File: src/gpio_pkg.sv
`default_nettype none
package gpio_pkg;
  localparam int unsigned ADDR_W = 8;
  // printed offsets are register indices; byte address is four times the index
  localparam logic [7:0] IDX_B_DATA = 8'h01;
  localparam logic [7:0] IDX_C_DATA = 8'h02;
  localparam logic [7:0] IDX_D_DATA = 8'h03;
  localparam logic [7:0] IDX_B_DIR = 8'h05;
  localparam logic [7:0] IDX_C_DIR = 8'h06;
  localparam logic [7:0] IDX_D_DIR = 8'h07;
  localparam logic [7:0] IDX_C_PUE = 8'h0c;
  localparam logic [7:0] IDX_D_PUE = 8'h0d;
  localparam logic [7:0] IDX_PERIPH = 8'h10;
  localparam logic [7:0] IDX_ADC_CH = 8'h11;
  localparam int unsigned B_W = 6;
  localparam int unsigned C_W = 2;
  localparam int unsigned D_W = 7;
  localparam logic [6:0] DIR_RESET = 7'h00;
  localparam logic [6:0] PUE_RESET = 7'h00;
  localparam logic [7:0] PERIPH_RESET = 8'h00;
  localparam logic [4:0] ADC_CH_RESET = 5'h1f;
  // periph control field positions
  localparam int unsigned P_SPI_EN = 0;
  localparam int unsigned P_SPI_MSTR = 1;
  localparam int unsigned P_T2C0_ELS = 2;
  localparam int unsigned P_T1C0_ELS = 4;
  localparam int unsigned P_T1C1_ELS = 6;
  // port d pin positions
  localparam int unsigned D_SS = 0;
  localparam int unsigned D_MISO = 1;
  localparam int unsigned D_MOSI = 2;
  localparam int unsigned D_SCK = 3;
  localparam int unsigned D_T1C0 = 4;
  localparam int unsigned D_T1C1 = 5;
  localparam int unsigned D_T2C0 = 6;

  typedef struct packed {
    logic [5:0] b_data;
    logic [5:0] b_dir;
    logic [1:0] c_data;
    logic [1:0] c_dir;
    logic [1:0] c_pue;
    logic [6:0] d_data;
    logic [6:0] d_dir;
    logic [6:0] d_pue;
    logic [7:0] periph;
    logic [4:0] adc_ch;
  } gpio_regs_t;

  typedef struct packed {
    logic [6:0] out;
    logic [6:0] oe_n;
    logic [6:0] pu;
  } gpio_pins_t;
endpackage : gpio_pkg
`default_nettype wire

File: src/gpio_pin_cell.sv
`default_nettype none
// one port bit: pin drive, pullup and read mux
module gpio_pin_cell (
  input wire logic latch_i,
  input wire logic dir_i,
  input wire logic pue_i,
  input wire logic pin_i,
  input wire logic ovr_i,
  input wire logic ovr_out_i,
  input wire logic ovr_oe_i,
  output logic out_o,
  output logic oe_n_o,
  output logic pu_o,
  output logic rd_o
);
  always_comb begin
    out_o = ovr_i ? ovr_out_i : latch_i;
    oe_n_o = ovr_i ? !ovr_oe_i : !dir_i;
    pu_o = pue_i && oe_n_o;
    rd_o = dir_i ? latch_i : pin_i;
  end
endmodule : gpio_pin_cell
`default_nettype wire

File: src/gpio_ports.sv
// The APB slave port is this design's own decision.
`default_nettype none
// **********
// **********
module gpio_ports (
  input wire logic clk_i,
  input wire logic reset_n_i,
  input wire logic ce_i,
  input wire logic psel_i,
  input wire logic penable_i,
  input wire logic pwrite_i,
  input wire logic [9:0] paddr_i,
  input wire logic [31:0] pwdata_i,
  output logic [31:0] prdata_o,
  output logic pready_o,
  output logic pslverr_o,
  input wire logic [5:0] b_pin_i,
  output logic [5:0] b_out_o,
  output logic [5:0] b_oe_n_o,
  output logic [5:0] analog_input_pins_o,
  input wire logic [1:0] c_pin_i,
  output logic [1:0] c_out_o,
  output logic [1:0] c_oe_n_o,
  output logic [1:0] c_pu_o,
  input wire logic [6:0] d_pin_i,
  output gpio_pkg::gpio_pins_t d_pins_o,
  input wire logic spi_sck_out_i,
  input wire logic spi_mosi_out_i,
  input wire logic spi_miso_out_i,
  output logic spi_ss_n_o,
  input wire logic [2:0] timer_ch_out_i,
  input wire logic [2:0] timer_ch_oe_i,
  output logic [2:0] timer_ch_in_o
);
  // **********
  // state
  // **********
  typedef struct packed {
    gpio_pkg::gpio_regs_t regs;
    logic [31:0] rdata;
    logic ready;
    logic err;
    logic [5:0] b_out;
    logic [5:0] b_oe_n;
    logic [5:0] b_ana;
    logic [1:0] c_out;
    logic [1:0] c_oe_n;
    logic [1:0] c_pu;
    gpio_pkg::gpio_pins_t d_pins;
    logic ss_n;
    logic [2:0] tin;
  } gpio_state_t;

  gpio_state_t st;
  gpio_state_t next_st;

  logic [5:0] b_out_w, b_oen_w, b_pu_w, b_rd;
  logic [1:0] c_out_w, c_oen_w, c_pu_w, c_rd;
  logic [6:0] d_out_w, d_oen_w, d_pu_w, d_rd;
  logic [6:0] d_ovr, d_ovr_out, d_ovr_oe;
  logic [5:0] b_ana_sel;
  logic spi_en, spi_slave;

  // **********
  // peripheral overrides
  // **********
  always_comb begin
    spi_en = st.regs.periph[gpio_pkg::P_SPI_EN];
    spi_slave = spi_en && !st.regs.periph[gpio_pkg::P_SPI_MSTR];
    d_ovr = '0;
    d_ovr_out = '0;
    d_ovr_oe = '0;
    d_ovr[gpio_pkg::D_SS] = spi_slave;
    d_ovr[gpio_pkg::D_MISO] = spi_en;
    d_ovr_out[gpio_pkg::D_MISO] = spi_miso_out_i;
    d_ovr_oe[gpio_pkg::D_MISO] = spi_slave;
    d_ovr[gpio_pkg::D_MOSI] = spi_en;
    d_ovr_out[gpio_pkg::D_MOSI] = spi_mosi_out_i;
    d_ovr_oe[gpio_pkg::D_MOSI] = !spi_slave;
    d_ovr[gpio_pkg::D_SCK] = spi_en;
    d_ovr_out[gpio_pkg::D_SCK] = spi_sck_out_i;
    d_ovr_oe[gpio_pkg::D_SCK] = !spi_slave;
    // timer channel owns pin when its edge/level select is nonzero
    d_ovr[gpio_pkg::D_T1C0] = |st.regs.periph[gpio_pkg::P_T1C0_ELS +: 2];
    d_ovr[gpio_pkg::D_T1C1] = |st.regs.periph[gpio_pkg::P_T1C1_ELS +: 2];
    d_ovr[gpio_pkg::D_T2C0] = |st.regs.periph[gpio_pkg::P_T2C0_ELS +: 2];
    d_ovr_out[6:4] = {timer_ch_out_i[2], timer_ch_out_i[1], timer_ch_out_i[0]};
    d_ovr_oe[6:4] = {timer_ch_oe_i[2], timer_ch_oe_i[1], timer_ch_oe_i[0]};
    for (int i = 0; i < 6; i++) begin
      b_ana_sel[i] = (st.regs.adc_ch == 5'(i));
    end
  end

  // **********
  // pin cells
  // **********
  genvar g;
  generate
    for (g = 0; g < 6; g++) begin : g_b
      gpio_pin_cell u_cell (
        .latch_i(st.regs.b_data[g]),
        .dir_i(st.regs.b_dir[g]),
        .pue_i(1'b0),
        .pin_i(b_pin_i[g]),
        .ovr_i(b_ana_sel[g]),
        .ovr_out_i(1'b0),
        .ovr_oe_i(1'b0),
        .out_o(b_out_w[g]),
        .oe_n_o(b_oen_w[g]),
        .pu_o(b_pu_w[g]),
        .rd_o(b_rd[g])
      );
    end
    for (g = 0; g < 2; g++) begin : g_c
      gpio_pin_cell u_cell (
        .latch_i(st.regs.c_data[g]),
        .dir_i(st.regs.c_dir[g]),
        .pue_i(st.regs.c_pue[g]),
        .pin_i(c_pin_i[g]),
        .ovr_i(1'b0),
        .ovr_out_i(1'b0),
        .ovr_oe_i(1'b0),
        .out_o(c_out_w[g]),
        .oe_n_o(c_oen_w[g]),
        .pu_o(c_pu_w[g]),
        .rd_o(c_rd[g])
      );
    end
    for (g = 0; g < 7; g++) begin : g_d
      gpio_pin_cell u_cell (
        .latch_i(st.regs.d_data[g]),
        .dir_i(st.regs.d_dir[g]),
        .pue_i(st.regs.d_pue[g]),
        .pin_i(d_pin_i[g]),
        .ovr_i(d_ovr[g]),
        .ovr_out_i(d_ovr_out[g]),
        .ovr_oe_i(d_ovr_oe[g]),
        .out_o(d_out_w[g]),
        .oe_n_o(d_oen_w[g]),
        .pu_o(d_pu_w[g]),
        .rd_o(d_rd[g])
      );
    end
  endgenerate

  // **********
  // apb slave and register update
  // **********
  logic access, wr, rd;
  logic [7:0] idx;
  logic hit;
  logic [7:0] wb;
  logic [31:0] rdv;

  always_comb begin
    next_st = st;
    access = psel_i && penable_i && !st.ready;
    // write lands on the edge where the master sees pready high, never earlier
    wr = psel_i && penable_i && pwrite_i && st.ready;
    rd = access && !pwrite_i;
    idx = paddr_i[9:2];
    wb = pwdata_i[7:0];
    hit = 1'b1;
    rdv = '0;
    case (idx)
      gpio_pkg::IDX_B_DATA: rdv[5:0] = b_rd;
      gpio_pkg::IDX_C_DATA: rdv[1:0] = c_rd;
      gpio_pkg::IDX_D_DATA: rdv[6:0] = d_rd;
      gpio_pkg::IDX_B_DIR: rdv[5:0] = st.regs.b_dir;
      gpio_pkg::IDX_C_DIR: rdv[1:0] = st.regs.c_dir;
      gpio_pkg::IDX_D_DIR: rdv[6:0] = st.regs.d_dir;
      gpio_pkg::IDX_C_PUE: rdv[1:0] = st.regs.c_pue;
      gpio_pkg::IDX_D_PUE: rdv[6:0] = st.regs.d_pue;
      gpio_pkg::IDX_PERIPH: rdv[7:0] = st.regs.periph;
      gpio_pkg::IDX_ADC_CH: rdv[4:0] = st.regs.adc_ch;
      default: hit = 1'b0;
    endcase
    if (wr) begin
      case (idx)
        gpio_pkg::IDX_B_DATA: next_st.regs.b_data = wb[5:0];
        gpio_pkg::IDX_C_DATA: next_st.regs.c_data = wb[1:0];
        gpio_pkg::IDX_D_DATA: next_st.regs.d_data = wb[6:0];
        gpio_pkg::IDX_B_DIR: next_st.regs.b_dir = wb[5:0];
        gpio_pkg::IDX_C_DIR: next_st.regs.c_dir = wb[1:0];
        gpio_pkg::IDX_D_DIR: next_st.regs.d_dir = wb[6:0];
        gpio_pkg::IDX_C_PUE: next_st.regs.c_pue = wb[1:0];
        gpio_pkg::IDX_D_PUE: next_st.regs.d_pue = wb[6:0];
        gpio_pkg::IDX_PERIPH: next_st.regs.periph = wb;
        gpio_pkg::IDX_ADC_CH: next_st.regs.adc_ch = wb[4:0];
        default: ;
      endcase
    end
    // one wait state keeps prdata registered; ready pulses one cycle
    next_st.ready = access;
    next_st.err = access && !hit;
    if (rd) begin
      next_st.rdata = rdv;
    end
    next_st.b_out = b_out_w;
    next_st.b_oe_n = b_oen_w;
    next_st.b_ana = b_ana_sel;
    next_st.c_out = c_out_w;
    next_st.c_oe_n = c_oen_w;
    next_st.c_pu = c_pu_w;
    next_st.d_pins.out = d_out_w;
    next_st.d_pins.oe_n = d_oen_w;
    next_st.d_pins.pu = d_pu_w;
    // slave select reads high (idle) unless the spi owns the pin
    next_st.ss_n = spi_slave ? d_pin_i[gpio_pkg::D_SS] : 1'b1;
    next_st.tin = d_pin_i[6:4];
  end

  always_ff @(posedge clk_i or negedge reset_n_i) begin
    if (!reset_n_i) begin
      // data latches have no reset in hardware; zero here keeps sim free of x
      st <= '0;
      st.regs.b_dir <= gpio_pkg::DIR_RESET[5:0];
      st.regs.c_dir <= gpio_pkg::DIR_RESET[1:0];
      st.regs.d_dir <= gpio_pkg::DIR_RESET;
      st.regs.c_pue <= gpio_pkg::PUE_RESET[1:0];
      st.regs.d_pue <= gpio_pkg::PUE_RESET;
      st.regs.periph <= gpio_pkg::PERIPH_RESET;
      st.regs.adc_ch <= gpio_pkg::ADC_CH_RESET;
      st.b_oe_n <= 6'h3f;
      st.c_oe_n <= 2'h3;
      st.d_pins.oe_n <= 7'h7f;
      st.ss_n <= 1'b1;
    end else if (ce_i) begin
      st <= next_st;
    end
  end

  assign prdata_o = st.rdata;
  assign pready_o = st.ready;
  assign pslverr_o = st.err;
  assign b_out_o = st.b_out;
  assign b_oe_n_o = st.b_oe_n;
  assign analog_input_pins_o = st.b_ana;
  assign c_out_o = st.c_out;
  assign c_oe_n_o = st.c_oe_n;
  assign c_pu_o = st.c_pu;
  assign d_pins_o = st.d_pins;
  assign spi_ss_n_o = st.ss_n;
  assign timer_ch_in_o = st.tin;
endmodule : gpio_ports
`default_nettype wire

File: config.mk
export PLATFORM = sky130hd
export DESIGN_NAME = gpio_ports
export DESIGN_NICKNAME = d
export VERILOG_FILES = /design/src/gpio_pkg.sv /design/src/gpio_pin_cell.sv /design/src/gpio_ports.sv
export SDC_FILE = /design/constraint.sdc
export NUM_CORES = 1
export LEC_CHECK = 0
export BUFFER_PORTS_ARGS = -buffer_cell sky130_fd_sc_hd__buf_2
export CORE_ASPECT_RATIO = 1.1
export CORE_MARGIN = 1
export CORE_UTILIZATION = 30
export DETAILED_ROUTE_END_ITERATION = 8
export PLACE_DENSITY_LB_ADDON = 0.25
export SYNTH_ARGS = -nofsm -noshare
export SYNTH_HDL_FRONTEND = slang
export SYNTH_HIERARCHICAL = 1
export SYNTH_SLANG_ARGS = --single-unit
export TNS_END_PERCENT = 30
File: constraint.sdc
create_clock -name clk_i -period 1.7 [get_ports clk_i]
set_clock_uncertainty 0.05 [all_clocks]
set_input_delay 0.34 -clock clk_i [delete_from_list [all_inputs] [get_ports clk_i]]
set_output_delay 0.34 -clock clk_i [all_outputs]
set_load 0.005 [all_outputs]
==> results of run 1 <==
registers in the layout (all words and copies together) (netlist names), 3 cells and up:
| name | count |
|---|---|
| st | 51 |
| d_pins_o | 21 |
| prdata_o | 8 |
| analog_input_pins_o | 6 |
| b_oe_n_o | 6 |
| b_out_o | 6 |
| timer_ch_in_o | 3 |
per-layer routing:
metal  part of all wire  vias to the layer above
li1                   -                     1964
met1               0.45                     2097
met2               0.48                      106
met3              0.044                       16
met4              0.020                        0
met5                  0                        -
through the flow:
stage | hold slack (ps) | utilization | worst slack, ps | std cells | instance area (µm²)
final | 166 | 0.382 | -136 | 905 | 7650
after global routing | 153 | 0.382 | -193 | 905 | 7650
after CTS | 155 | 0.376 | -155 | 900 | 7520
after detailed placement | 329 | 0.355 | -491 | 881 | 7110
after global placement | 325 | 0.355 | -470 | 881 | 7110
after floorplan | -5.59 | - | -265 | 556 | 6380
final cells by class:
type,instances,area (µm²)
Multi-Input combinational cell,336,2950
Sequential cell,111,2800
Tap cell,252,315
Inverter,5,18.8
Fill cell,1977,12400
Clock buffer,12,256
Timing Repair Buffer,185,1250
Clock inverter,4,55.1
repair_timing:
item | CTS | global route
resized for setup | 19 | 19
pin swaps | 2 | 3
setup buffers | 2 | 5
hold buffers | 1 | 0
endpoints found under the setup margin | 45 | 54
hold endpoints to repair | 90 | 0
layout by cell type, fill, tap and decap left out, drive strengths merged, types with 2 or more instances in the layout:
master  instances
a22o            2
nand3b          4
or2             4
o21ai          12
nand2          17
nor4            7
a22oi           4
nor2b           3
and2           10
nand2b          5
dfstp          21
a31oi           2
nand3           4
conb           46
dfrtp          90
nor2           13
mux2i          21
nand4           2
clkbuf         12
or3             2
and3            3
a21oi           5
clkinv          2
mux2          137
o32ai           2
a221oi          3
inv             5
nor3b           2
buf           184
nor3           10
a32o            2
worst max-delay path by stage:
stage | slack, ps | to | startpoint | cells past startpoint
finish | -140 | st[99]$_DFFE_PN0P_ | pready_o$_DFFE_PN0P_ | 6
global route | -190 | st[100]$_DFFE_PN0P_ | pready_o$_DFFE_PN0P_ | 6
CTS | -160 | st[128]$_DFFE_PN0P_ | pready_o$_DFFE_PN0P_ | 6
detailed placement | -490 | d_ovr[1]$_DFFE_PN0P_ | paddr_i[7] | 7
global placement | -470 | st[133]$_DFFE_PN0P_ | paddr_i[7] | 6
floorplan | -260 | st[90]$_DFFE_PN0P_ | paddr_i[4] | 7
where the power goes:
part | internal, mW | switching, mW | total (mW)
combinational | 0.226 | 0.280 | 0.507
clock | 1.23 | 1.01 | 2.24
sequential | 2.68 | 0.0161 | 2.69
total | 4.13 | 1.30 | 5.44
critical path: stages, from the launching register on:
cell	delay (ps)
dfrtp_1	340
and3_4	190
nand3_4	80
or3_4	430
nor3_4	170
buf_12	150
mux2_2	320
==> summary.md, run 1 <==
| Metric | Value |
|---|---|
| Met2 usage | `0.254` |
| # H-tree levels | `3` |
| CP endpoint kind | `flip-flop` |
| Fin crit share | `1.08` |
| Antenna violations before repair | `0` |
| Max Clk Rate | `roughly 540 MHz` |
| DP Wirelength | `around 12000 µm` |
| Hold_sp | `pwdata_i[7]` |
| First-pass GRT wire length | `around 25000 µm` |
| Grt peak-use layer | `met2` |
| Ports | `about 160` |
| Chip width | `139 µm` |
| Relative slew margins | `0.543` |
| CTS tree | `done` |
| Setup tns final | `-2710 ps` |
| Worst-path clk slew | `around 80 ps` |
| Syn Std Cell Area | `approximately 6200 µm²` |
| Final WL | `between 15000 and 20000 µm` |
| Vias in the first global route | `4320` |
| Post-DR wirelength/cell | `between 15 and 20 µm` |
| Critical path type | `flip-flop to flip-flop` |
| Initial Util | `0.308` |
| Worst Path Arrival | `approximately 2000 ps` |
| Max-cap viol count | `0` |
| Failing checks | `design-rule violations, negative setup slack` |
| Reg2reg end | `st[99]$_DFFE_PN0P_` |
| DR vias | `between 4000 and 5000` |
| Largest net degree at the start of global routing | `60` |
| Root Buffer | `clkbuf_16` |
| Buffers on Ports | `between 100 and 150` |
| Synth warnings | `6` |
| Peak supply drop | `approximately 0.5 mV` |
| Via/cell ratio | `approximately 4.6` |
| Clock sink count | `111` |
| Tightest Pin Transition | `about 690 ps` |
| Worst reg2reg path depth | `6` |
| Area growth syn-to-layout | `24.0%` |
| Crit path required time | `about 1900 ps` |
| Final WS setup | `-136 ps` |
| Clock latency on the worst-skew pair | `between 300 and 400 ps` |
| Endpoints failing hold | `0` |
| TritonCTS Buffers | `9` |
| Gr ovfl total | `0` |
| Reg-to-Reg Start | `pready_o$_DFFE_PN0P_` |
| Count of final max-slew check failures | `0` |
| Max FO, Critical Path | `7` |
| Startpoint types | `flip-flop` |
| Final setup vio count | `39` |
| Post-route ant nets | `0` |
| DIE AREA | `about 21000 µm²` |
| Mapped Cells | `a little over 500` |
| Initial DRT Pass Iterations | `9` |
| DRT iter0 DRCs | `215` |
| WHS Path Cells | `2` |
| Clock Path Buffers | `2` |
| Period minus WS final | `roughly 1800 ps` |
| Fin nets | `~700` |
| Met1 Resource Use GR | `0.201` |
| Diodes inserted | `0` |
| Rows | `54` |
| Outcome | `complete, but fails checks` |
| Power Total | `approximately 5.4 mW` |
| Hold Crit Class | `input pin to flip-flop` |
| Mean post-synth cell area | `about 12 µm²` |
| Post-route DRC | `12` |
| Layout cells sized above 1 | `0.583` |
| Leak pwr | `approximately 3.7 nW` |
| Gr usage total | `0.154` |
| Chip Height | `between 150 and 200 µm` |
| Met3 GRT Util | `0.0289` |
| Core area | `approximately 20000 µm²` |
| P per Cell Area | `a little over 700 nW/µm²` |
| R2R Setup Slk | `-140 ps` |
| RSZ-0062 raised after global routing | `yes` |
| Hold path endpoint | `st[95]$_DFFE_PN0P_` |
| Placer congestion estimate | `~0.82` |
Power figures use the tool's default switching activity.
==> run 2: changes to the inputs <==
==> constraint.sdc (replaced) <==
create_clock -name clk_i -period 1.8 [get_ports clk_i]
set_clock_uncertainty 0.05 [all_clocks]
set_input_delay 0.36 -clock clk_i [delete_from_list [all_inputs] [get_ports clk_i]]
set_output_delay 0.36 -clock clk_i [all_outputs]
set_load 0.005 [all_outputs]
==> run 2 against run 1 <==
The run still ends with design-rule violations, negative setup slack left. Utilization down 0.87 points. Global-route usage about the same. Hold slack better by 29 ps. Critical endpoint is now st[126]$_DFFE_PN0P_. Highest routed layer unchanged.
==> summary.md, run 2 (same netlist as run 1, synthesis figures left out) <==
| Metric | Value |
|---|---|
| Outcome | `complete, but fails checks (unchanged)` |
| Failing checks | `design-rule violations, negative setup slack (unchanged)` |
| Fin crit share | `1.03 (was 1.08)` |
| CTS tree | `done (unchanged)` |
| DRT iter0 DRCs | `162 (was 215)` |
| R2R Setup Slk | `-50 ps (was -140 ps)` |
| Worst-path clk slew | `90 ps (was 80 ps)` |
| Leak pwr | `3.58 nW (was 3.69 nW)` |
| Met2 usage | `0.258 (was 0.254)` |
| Rows | `54 (unchanged)` |
| Largest net degree at the start of global routing | `53 (was 60)` |
| Area growth syn-to-layout | `21.2% (was 24.0%)` |
| RSZ-0062 raised after global routing | `yes (unchanged)` |
| Chip Height | `152 µm (unchanged)` |
| P per Cell Area | `695 nW/µm² (was 711 nW/µm²)` |
| Endpoints failing hold | `0 (unchanged)` |
| Initial DRT Pass Iterations | `8 (was 9)` |
| Final WL | `15600 µm (about the same)` |
| Buffers on Ports | `104 (unchanged)` |
| Peak supply drop | `0.460 mV (was 0.497 mV)` |
| DIE AREA | `21100 µm² (unchanged)` |
| DR vias | `4068 (was 4183)` |
| Final WS setup | `-49.2 ps (was -136 ps)` |
| Fin nets | `697 (was 720)` |
| Post-route DRC | `13 (was 12)` |
| Commonest non-fill, non-tap cell in the layout | `mux2_2 (unchanged)` |
| Via/cell ratio | `4.61 (was 4.62)` |
| Layout cells sized above 1 | `0.575 (was 0.583)` |
| Clock sink count | `111 (unchanged)` |
| Clock Path Buffers | `2 (unchanged)` |
| Met1 Resource Use GR | `0.204 (was 0.201)` |
| Antenna violations before repair | `0 (unchanged)` |
| Max-cap viol count | `0 (unchanged)` |
| Period minus WS final | `1850 ps (was 1840 ps)` |
| Vias in the first global route | `4301 (was 4320)` |
| Post-route design area | `7470 µm² (was 7650 µm²)` |
| DP Wirelength | `11800 µm (about the same)` |
| Largest register FFs | `51 (unchanged)` |
| Area of the multi-input gates | `2960 µm² (was 2950 µm²)` |
| Critical Path, Cell by Cell | `and3_4 -> nand3_4 -> or3_4 -> nor3_4 -> buf_12 -> mux2_4 (was and3_4 -> nand3_4 -> or3_4 -> nor3_4 -> buf_12 -> mux2_2)` |
| Ports | `155 (unchanged)` |
| Critical path type | `flip-flop to flip-flop (unchanged)` |
| Gr usage total | `0.154 (about the same)` |
| Relative slew margins | `0.545 (was 0.543)` |
| Crit path required time | `2000 ps (was 1900 ps)` |
| Max Clk Rate | `541 MHz (was 545 MHz)` |
| Tightest Pin Transition | `683 ps (was 685 ps)` |
| Dpl cell area | `7000 µm² (was 7110 µm²)` |
| Post-DR wirelength/cell | `17.6 µm (was 17.3 µm)` |
| Core area | `20000 µm² (unchanged)` |
| Startpoint types | `flip-flop (unchanged)` |
| Diodes inserted | `0 (unchanged)` |
| WHS | `195 ps (was 166 ps)` |
| Hold Crit Class | `input pin to flip-flop (unchanged)` |
| # H-tree levels | `3 (unchanged)` |
| Clock latency on the worst-skew pair | `360 ps (about the same)` |
| Final setup vio count | `13 (was 39)` |
| Initial Util | `0.308 (unchanged)` |
| Placer congestion estimate | `0.831 (was 0.821)` |
| TritonCTS Buffers | `9 (unchanged)` |
| Critical path's slowest cell | `or3_4 (unchanged)` |
| Gr ovfl total | `0 (unchanged)` |
| Setup tns final | `-402 ps (was -2710 ps)` |
| Met3 GRT Util | `0.0233 (was 0.0289)` |
| Count of final max-slew check failures | `0 (unchanged)` |
| Fill cells | `1978 (was 1977)` |
| Biggest register | `st (unchanged)` |
| Grt peak-use layer | `met2 (unchanged)` |
| Worst path max stage delay | `430 ps (about the same)` |
| Chip width | `139 µm (unchanged)` |
| Worst Path Arrival | `2040 ps (was 2030 ps)` |
| Power Total | `5.20 mW (was 5.44 mW)` |
| Max FO, Critical Path | `6 (was 7)` |
| First-pass GRT wire length | `25000 µm (was 24800 µm)` |
| CP endpoint kind | `flip-flop (unchanged)` |
| Seq. cell area | `2800 µm² (unchanged)` |
| Commonest non-fill, non-tap cells in the layout | `mux2_2 (119), buf_2 (103), dfrtp_1 (90), buf_4 (49), conb_1 (46) (was mux2_2 (116), buf_2 (101), dfrtp_1 (90), buf_4 (69), conb_1 (46))` |
| Post-route ant nets | `0 (unchanged)` |
| Root Buffer | `clkbuf_16 (unchanged)` |
run 2: cell count changes in the layout (fill, tap and decap cells not counted), sizes merged:
cell,change
inv,+4
clkbuf,-3
buf,-23
clkinvlp,-1
run 2: metal layers:
layer  vias to the layer above  part of all wire  wire (µm)
li1                       1916                 -          -
met1                      2042              0.46       7090
met2                        94              0.50       7730
met3                        16             0.035        547
met4                         0             0.013        204
met5                         -                 0          0
run 2: final timing paths:
| check | from | endpoint | depth (start not counted) |
|---|---|---|---|
| setup / recovery | pready_o$_DFFE_PN0P_ | st[126]$_DFFE_PN0P_ | 6 |
| hold / removal | pwdata_i[7] | st[95]$_DFFE_PN0P_ | 2 |
| setup reg to reg | pready_o$_DFFE_PN0P_ | st[126]$_DFFE_PN0P_ | 6 |
| hold reg to reg | prdata_o[1]$_DFFE_PN0P_ | prdata_o[1]$_DFFE_PN0P_ | 2 |
| max in group asynchronous | reset_n_i | spi_ss_n_o$_DFFE_PN1P_ | 3 |
| min in group asynchronous | reset_n_i | d_pins_o[20]$_DFFE_PN0P_ | 2 |
run 2: cell type report:
cell class                 count  area share
clock inverter                 7      0.0131
tap                          252      0.0422
timing repair buffer         162       0.141
clock buffer                   9      0.0301
sequential                   111       0.375
inverter                       5     0.00251
multi-input combinational    336       0.396
run 2: report_power, final:
group | total (mW) | switching (mW) | internal (mW)
combinational | 0.465 | 0.266 | 0.199
sequential | 2.54 | 0.0154 | 2.53
clock | 2.19 | 1.06 | 1.13
total | 5.20 | 1.34 | 3.86
run 2: per-stage QoR:
stage | util | std cells | worst slack [ps]
after floorplan | - | 556 | -185
after global placement | 0.350 | 863 | -373
after detailed placement | 0.350 | 863 | -415
after CTS | 0.370 | 882 | -131
after global routing | 0.374 | 882 | -111
final | 0.374 | 882 | -49.2
run 2: repair_timing:
item / CTS / global route
pin swaps: 2 / 4
endpoints found under the setup margin: 23 / 46
hold buffers: 1 / 0
setup buffers: 2 / 0
hold endpoints to repair: 22 / 0
resized for setup: 16 / 15
run 2: worst max-delay path: cells and delay by family, from the launching register on:
kind	cells	cell delay (ps)
buffers and inverters	1	160
flip-flops	1	350
multiplexers	1	290
AND/OR/NAND/NOR	4	870
